`src/hdl/wiper_if_map.vh`:
```
`ifndef WIPER_IF_MAP_VH
`define WIPER_IF_MAP_VH
// Fixed device-type address prefix (six address MSBs), value is arbitrary
`define DEV_TYPE_PREFIX   6'h2d
// Wiper position reset value, midscale code 128
`define WIPER_RESET       8'h80
// Center tap code loaded by the center tap reset bit
`define WIPER_CENTER      8'h80
// Instruction byte field positions
`define INSTR_CENTER_BIT  6
`define INSTR_OPEN_BIT    5
// Bit counter values
`define BIT_LAST          4'h7
`define BIT_ACK           4'h8
// Top open bit reset value
`define OPEN_RESET        1'b0
`endif

```
`src/hdl/wiper_if.v`:
```
`timescale 1ns/1ps
// What this block does
// Wiper register resets to midscale code 128
// 8-bit wiper decoded one-hot to 256 taps
// Code zero selects bottom tap, upward
// Master starts transfers only on idle bus
// Data change during clock high is START/STOP
// Master drives clock; device is slave only
// SDA falling with SCL high is START
// Ignore bus, drive nothing until START
// SDA rising with SCL high is STOP
// Master ends every operation with STOP
// Compare six address MSBs with fixed prefix
// Seventh address bit compared with select pin
// Acknowledge a matching address byte
// Receiver pulls data low on ninth clock
// Acknowledge every written byte after address
// Read shifts eight bits MSB first, samples ack
// Master ack means send another byte
// Master no-ack: release line, await STOP
// Eighth address bit selects write or read
// Write three bytes, read two bytes
// Instruction bit six moves wiper to center
// Instruction bit five opens top, grounds wiper
// Address mismatch: no ack, ignore until START
// Read data is current wiper register
`include "wiper_if_map.vh"

module wiper_if (
  input  wire         sys_clk,
  input  wire         reset,
  input  wire         scl_in,
  input  wire         sda_in,
  input  wire         addr_select_pin,
  output reg          sda_out,
  output reg          sda_oe,
  output reg  [255:0] tap_select,
  output reg          top_open,
  output reg  [7:0]   wiper_position
);

  ////////////////////////////////////////////////////////////////////////////
  // States
  localparam [4:0] ST_IDLE  = 5'h01;
  localparam [4:0] ST_ADDR  = 5'h02;
  localparam [4:0] ST_WRITE = 5'h04;
  localparam [4:0] ST_READ  = 5'h08;
  localparam [4:0] ST_WAIT  = 5'h10;

  reg  [4:0] state_r;
  reg        scl_q_r;
  reg        sda_q_r;
  reg  [3:0] bit_cnt_r;
  reg  [7:0] shift_r;
  reg  [1:0] byte_cnt_r;
  reg        ack_slot_r;
  reg  [7:0] tx_r;
  reg        open_r;
  wire       start_det;
  wire       stop_det;
  wire       scl_rise;
  wire       scl_fall;
  wire [7:0] rx_byte;
  wire       addr_ok;
  wire [255:0] tap_dec;

  ////////////////////////////////////////////////////////////////////////////
  // Bus condition detection
  assign start_det = scl_in && scl_q_r && sda_q_r && !sda_in;
  assign stop_det  = scl_in && scl_q_r && !sda_q_r && sda_in;
  assign scl_rise  = scl_in && !scl_q_r;
  assign scl_fall  = !scl_in && scl_q_r;
  assign rx_byte   = {shift_r[6:0], sda_in};
  assign addr_ok   = (rx_byte[7:2] == `DEV_TYPE_PREFIX) &&
                     (rx_byte[1] == addr_select_pin);

  always @(posedge sys_clk or posedge reset) begin
    if (reset) begin
      scl_q_r <= 1'b1;
      sda_q_r <= 1'b1;
    end else begin
      scl_q_r <= scl_in;
      sda_q_r <= sda_in;
    end
  end

  ////////////////////////////////////////////////////////////////////////////
  // Protocol engine
  always @(posedge sys_clk or posedge reset) begin
    if (reset) begin
      state_r        <= ST_IDLE;
      bit_cnt_r      <= 4'h0;
      shift_r        <= 8'h00;
      byte_cnt_r     <= 2'h0;
      ack_slot_r     <= 1'b0;
      tx_r           <= 8'h00;
      sda_out        <= 1'b0;
      sda_oe         <= 1'b0;
      wiper_position <= `WIPER_RESET;
      open_r         <= `OPEN_RESET;
    end else if (start_det) begin
      state_r    <= ST_ADDR;
      bit_cnt_r  <= 4'h0;
      byte_cnt_r <= 2'h0;
      ack_slot_r <= 1'b0;
      sda_oe     <= 1'b0;
    end else if (stop_det) begin
      state_r <= ST_IDLE;
      sda_oe  <= 1'b0;
    end else begin
      case (state_r)
        ST_IDLE: begin
          sda_oe <= 1'b0;
        end
        ST_ADDR, ST_WRITE: begin
          if (scl_rise && !ack_slot_r) begin
            shift_r <= rx_byte;
            if (bit_cnt_r == `BIT_LAST) begin
              if (state_r == ST_ADDR && !addr_ok) begin
                state_r <= ST_WAIT;
              end else begin
                ack_slot_r <= 1'b1;
                if (state_r == ST_ADDR) begin
                  state_r <= rx_byte[0] ? ST_READ : ST_WRITE;
                  tx_r    <= wiper_position;
                end else if (byte_cnt_r == 2'h1) begin
                  open_r <= rx_byte[`INSTR_OPEN_BIT];
                  if (rx_byte[`INSTR_CENTER_BIT]) begin
                    wiper_position <= `WIPER_CENTER;
                  end
                end else if (byte_cnt_r == 2'h2) begin
                  wiper_position <= rx_byte;
                end
                // Bytes after the data byte are acked and dropped
                if (byte_cnt_r != 2'h3) begin
                  byte_cnt_r <= byte_cnt_r + 2'h1;
                end
              end
              bit_cnt_r <= 4'h0;
            end else begin
              bit_cnt_r <= bit_cnt_r + 4'h1;
            end
          end
          if (scl_fall && ack_slot_r) begin
            if (!sda_oe) begin
              sda_oe  <= 1'b1;
              sda_out <= 1'b0;
            end else begin
              sda_oe     <= 1'b0;
              ack_slot_r <= 1'b0;
            end
          end
        end
        ST_READ: begin
          // Address ack, then first data bit
          if (ack_slot_r) begin
            if (scl_fall) begin
              if (!sda_oe) begin
                sda_oe  <= 1'b1;
                sda_out <= 1'b0;
              end else begin
                ack_slot_r <= 1'b0;
                sda_out    <= tx_r[7];
                tx_r       <= {tx_r[6:0], 1'b0};
              end
            end
          end else begin
            // Data bits, then master ack on the ninth clock
            if (scl_rise) begin
              if (bit_cnt_r == `BIT_ACK) begin
                bit_cnt_r <= 4'h0;
                if (sda_in) begin
                  state_r <= ST_WAIT;
                end else begin
                  tx_r <= wiper_position;
                end
              end else begin
                bit_cnt_r <= bit_cnt_r + 4'h1;
              end
            end
            if (scl_fall) begin
              if (bit_cnt_r == `BIT_ACK) begin
                sda_oe <= 1'b0;
              end else begin
                sda_oe  <= 1'b1;
                sda_out <= tx_r[7];
                tx_r    <= {tx_r[6:0], 1'b0};
              end
            end
          end
        end
        ST_WAIT: begin
          sda_oe <= 1'b0;
        end
        default: begin
          state_r <= ST_IDLE;
          sda_oe  <= 1'b0;
        end
      endcase
    end
  end

  ////////////////////////////////////////////////////////////////////////////
  // Tap decode
  genvar gi;
  generate
    for (gi = 0; gi < 256; gi = gi + 1) begin : g_tap
      assign tap_dec[gi] = ({24'h000000, wiper_position} == gi);
    end
  endgenerate

  always @(posedge sys_clk or posedge reset) begin
    if (reset) begin
      tap_select <= 256'h0;
      top_open   <= 1'b0;
    end else begin
      tap_select <= open_r ? {255'h0, 1'b1} : tap_dec;
      top_open   <= open_r;
    end
  end

endmodule // wiper_if

```
`config.mk`:
```
export PLATFORM = sky130hd
export DESIGN_NAME = wiper_if
export DESIGN_NICKNAME = d
export VERILOG_FILES = /design/src/hdl/wiper_if.v
export VERILOG_INCLUDE_DIRS = /design/src /design/src/hdl
export SDC_FILE = /design/constraint.sdc
export NUM_CORES = 1
export LEC_CHECK = 0
export ABC_AREA = 1
export BUFFER_PORTS_ARGS = -buffer_cell sky130_fd_sc_hd__buf_2
export CAP_MARGIN = 20
export CORE_ASPECT_RATIO = 2
export CORE_UTILIZATION = 50
export CTS_CLUSTER_SIZE = 30
export DETAILED_ROUTE_END_ITERATION = 8
export PLACE_DENSITY = 0.74
export SLEW_MARGIN = 15
export SYNTH_ARGS = -nofsm -noshare
export SYNTH_HDL_FRONTEND = slang
export SYNTH_SLANG_ARGS = --single-unit
```
`constraint.sdc`:
```
create_clock -name sys_clk -period 14.5 [get_ports sys_clk]
set_clock_uncertainty 0.05 [all_clocks]
set_input_delay 3.625 -clock sys_clk [delete_from_list [all_inputs] [get_ports sys_clk]]
set_output_delay 3.625 -clock sys_clk [all_outputs]
set_load 0.02 [all_outputs]
```
# == After elaboration in Yosys (flattened, before gate mapping) ==
# Cells that the tools add are included.
# word_totals
regBits,297
in_bits,5
output_inout_bits,267
elab_cells,421
# classes
n_addsub,2
n_eq_ne,293
mux,71
bitwise,4
reduce_logical,37
# ops
cell,n
"8-bit == test, second input constant",128
"8-bit by 7-bit == test with 1-bit output, second input constant",64
"8-bit by 6-bit == test with 1-bit output, second input constant",32
256-bit 2-to-1 mux,1
"8-bit by 5-bit == test with 1-bit output, second input constant",16
8-bit 2-to-1 mux,15
"8-bit by 4-bit == test with 1-bit output, second input constant",8
5-bit 2-to-1 mux,10
"8-bit by 3-bit == test with 1-bit output, second input constant",4
4-bit 2-to-1 mux,8
"4-bit != test, second input constant",8
1-bit 2-to-1 mux,24
"2-bit != test, second input constant",11
"3-bit != test, second input constant",6
9-bit AND reduction,2
"8-bit by 2-bit == test with 1-bit output, second input constant",2
8-bit one-hot mux with 2 select lines,1
8-bit AND reduction,2
5-bit one-hot mux with 3 select lines,1
2-bit 2-to-1 mux,7
2-bit nonzero test,6
1-bit logical AND,11
"8-bit by 1-bit == test with 1-bit output, second input constant",1
8-bit zero test,1
26 further kinds,38

# == Depth between registers and ports, before layout ==
# depth
ltp_word,12
ltp_mapped,12
depth_no_buf,12

# == Worst setup path before layout ==
# No wires, ideal clock.
# synth_path
path_kind,input to register
from,in scl_in
to,reg wiper_position[2]
setup_ps,118
arrival_ps,4434
required_ps,14332
path_slack_ps,9898
path_stages,6
n_path_buf,1
cell_sequence,nand3_1 > nor2_8 > nand4_2 > buf_6 > nand2_2 > o21ai_2
# synth_between
elab_chain_len,5
word_cells_on_any_way,10
classes_between,bitwise: 2; reduce/logical: 8
# synth_rtl
item,line_no,source
start: declaration,wiper_if.v:32,"input wire scl_in,"
1-bit logical AND,"wiper_if.v:69, wiper_if.v:70",
1-bit logical AND (on tied branches) (2 in series),"wiper_if.v:70, wiper_if.v:69",
1-bit inverter (no source line),-,
9-bit AND reduction (no source line) *,-,
end signal: assignment,wiper_if.v:99,wiper_position <= `WIPER_RESET;
end signal: assignment,wiper_if.v:129,wiper_position <= `WIPER_CENTER;
end signal: assignment,wiper_if.v:132,wiper_position <= rx_byte;
end: declaration,wiper_if.v:39,output reg [7:0] wiper_position
# Mark *: on every way between the ends. The rest lies on a longest branch, timed or not.
# A chain may end at the register's enable or synchronous reset.

==> results.toml <==
[sta]
final_max_slew_viol_count = 0
setup_viol = 0
slew_headroom_pct = 40.72
rsz0062_at_grt = "false"
max_freq_mhz = 191.9
tightest_slew_ns = 0.8892
setup_ws_ns = 9.288
hold_viol = 0
holdWs_ns = 0.3193
setup_tns_ns = 0
final.period_utilization_pct = 35.94
fin_crit_ns = 5.212

[placement]
numPortBuffers = 271
pre_cts_slack_ns = 8.573
place_inst = 1508
dp_hpwl_um = 21030
routabilityCongestion = 0.8605
post_dp_cell_area_sq_um = 12100

[yosys]
yosys_warnings = 0
ys_seq_area_share_pct = 70.75
synth_seq_cells = 297
netlist_top_cells_count = "nor2_1, dfrtp_1, nand2_1, inv_1, nand3_1"
ys_async_sr_fraction_pct = 100.0
syn_inst = 999
synth_cell_types = 31
synth.area.top_cells = "dfrtp_1, nor2_1, nand2_1, inv_1, nand3_1"
syn-cell-area_sq_um = 10510
synth_top_area_cell = "dfrtp_1"
syn_avg_cell_area_sq_um = 10.52
yosysTopAreaCellShare_pct = 69.75
synth_edf_count = 0
yosysMostFrequentCell = "nor2_1"
synth_ff_type = "dfrtp_1"
synth_nets = 1009

[critical_path]
required_ns = 15.02
r2r-end = "wiper_position[5]"
endpoint_kind = "async pin"
ff2ff_setup_slack_ns = 12.21
crit_arrival_ns = 5.73
r2r_cells = 7
startpoint_type = "primary input"
endpoint = "tap_select[138]"
cp_max_fo = 80
path_class = "in -> async"
r2r_start = "byte_cnt_r[1]"
cp-startpoint = "reset"

[worst_hold_path]
hp-class = "reg -> reg"

[clock_network]
postCtsSetupRepairBufs = 0
cts_buffers = 24
insertion_delay_ns = 0.54
cts_resized = 0
ctsHoldBuffers = 0
clk_pin_slew_ns = 0.06
htree_levels = 1
clockRootBuffer = "clkbuf_16"
cts_tree = "done"
cts_num_sinks = 297
cts_buffer_depth = 3

[detailed_routing]
drt-initial-drc-count = 460
antenna_left = 0
drc = 0
wl_per_cell_um = 18.64
viasPerCell = 4.991
via_count = 7741
first_pass_iters = 5
wirelength_um = 28910

[cells_and_area]
antenna_cells = 0
stdcell_count = 1551
finish.utilization_pct = 63.07
postLayoutCellArea_sq_um = 12960
layout-drive-gt1-share_pct = 28.56
nets = 1279
area_growth_pct = 23.32

[die]
die_h_um = 207.1
pin_count = 272
dieArea_sq_um = 21640
initial_core_util_pct = 51.14
placementRows = 74
die_w_um = 104.5
core_sq_um = 20550

[global_route]
antenna_found_initial = 0
track_usage_pct = 27.37
grt_pass1_wl_um = 44440
grt_overflow = 0
grt_pass1_vias = 7693
grt_max_degree = 83

[power]
p_total_mw = 1.735
cellPowerDensity_nw_per_um2 = 133.8
peakVddDrop_uv = 110.7
p_leak_nw = 7.249

[status]
status = "complete, no violations"

[job]
maxCapViolCount = 0
-- cell families (layout without fill, tap and decap cells) --
kind of cell / Yosys count / after routing / synth area share (%)
compound gates: 35 / 35 / 2.035
xor+xnor: 2 / 2 / 0.1667
fa+ha+maj: 5 / 5 / 0.5951
buf+inv: 119 / 405 / 4.428
flops: 297 / 297 / 70.75
simple gates: 541 / 541 / 22.03
-- cells in the final DEF, fill, tap and decap left out, types with 4 or more instances in the layout --
cell and count:
o21ai_1 8, buf_2 271, clkbuf_16 25, nand3_1 40, inv_1 76, clkinv_2 5
ha_1 5, dfstp_2 4, nand4_1 5, o21ai_2 10, dfrtp_1 293, nand2_1 150
o21ai_0 9, inv_2 8, nor2_1 314, bufinv_16 4, nand3_2 4, nand3_4 5
a21oi_1 7, nand2_2 11
-- per-layer routing --
metal	global-route usage, %	share of wire, %	vias to the layer above	wire (um)
met2	50.63	55	327	15970
met3	2.863	4.7	79	1356
met4	15.57	5.6	0	1618
met5	0	0	-	0
li1	-	-	3557	-
met1	29.95	34	3778	9966
-- flip-flops by register name (all words and copies together) (netlist names), 2 cells and up --
register / cells
tx_r: 8
tap_select: 256
state_r: 5
wiper_position: 8
bit_cnt_r: 4
shift_r: 7
byte_cnt_r: 2
-- layout make-up --
class | instances | area, sq um
clock buffers | 31 | 678.2
clock inverters | 11 | 161.4
fillers | 1690 | 7591
inverters | 88 | 337.8
multi-input cells | 583 | 2610
flip-flops and latches | 297 | 7437
well taps | 266 | 332.8
repair buffers | 275 | 1406
-- critical path: stages --
cell   delay [ns]
buf_2        0.13
inv_8        0.39
buf_4        0.77
buf_4        0.76
-- worst min path at each step --
| stage | cells past startpoint | slack (ns) | from | endpoint |
|---|---|---|---|---|
| 3_5_place_dp | 0 | 0.31 | open_r | top_open |
| 2_1_floorplan | 0 | 0.30 | open_r | top_open |
| 4_1_cts | 0 | 0.33 | open_r | top_open |
| 6_report | 0 | 0.32 | open_r | top_open |
| 5_1_grt | 0 | 0.33 | open_r | top_open |
| 3_3_place_gp | 0 | 0.31 | open_r | top_open |
-- where the power goes --
| group | total (mW) | leakage [nW] | internal (mW) | switching [mW] |
|---|---|---|---|---|
| clock network | 0.691 | 0.414 | 0.402 | 0.289 |
| logic | 0.163 | 2.73 | 0.0496 | 0.113 |
| registers | 0.881 | 4.10 | 0.853 | 0.0279 |
| total | 1.73 | 7.25 | 1.30 | 0.430 |
(Power assumes the default switching activity.)
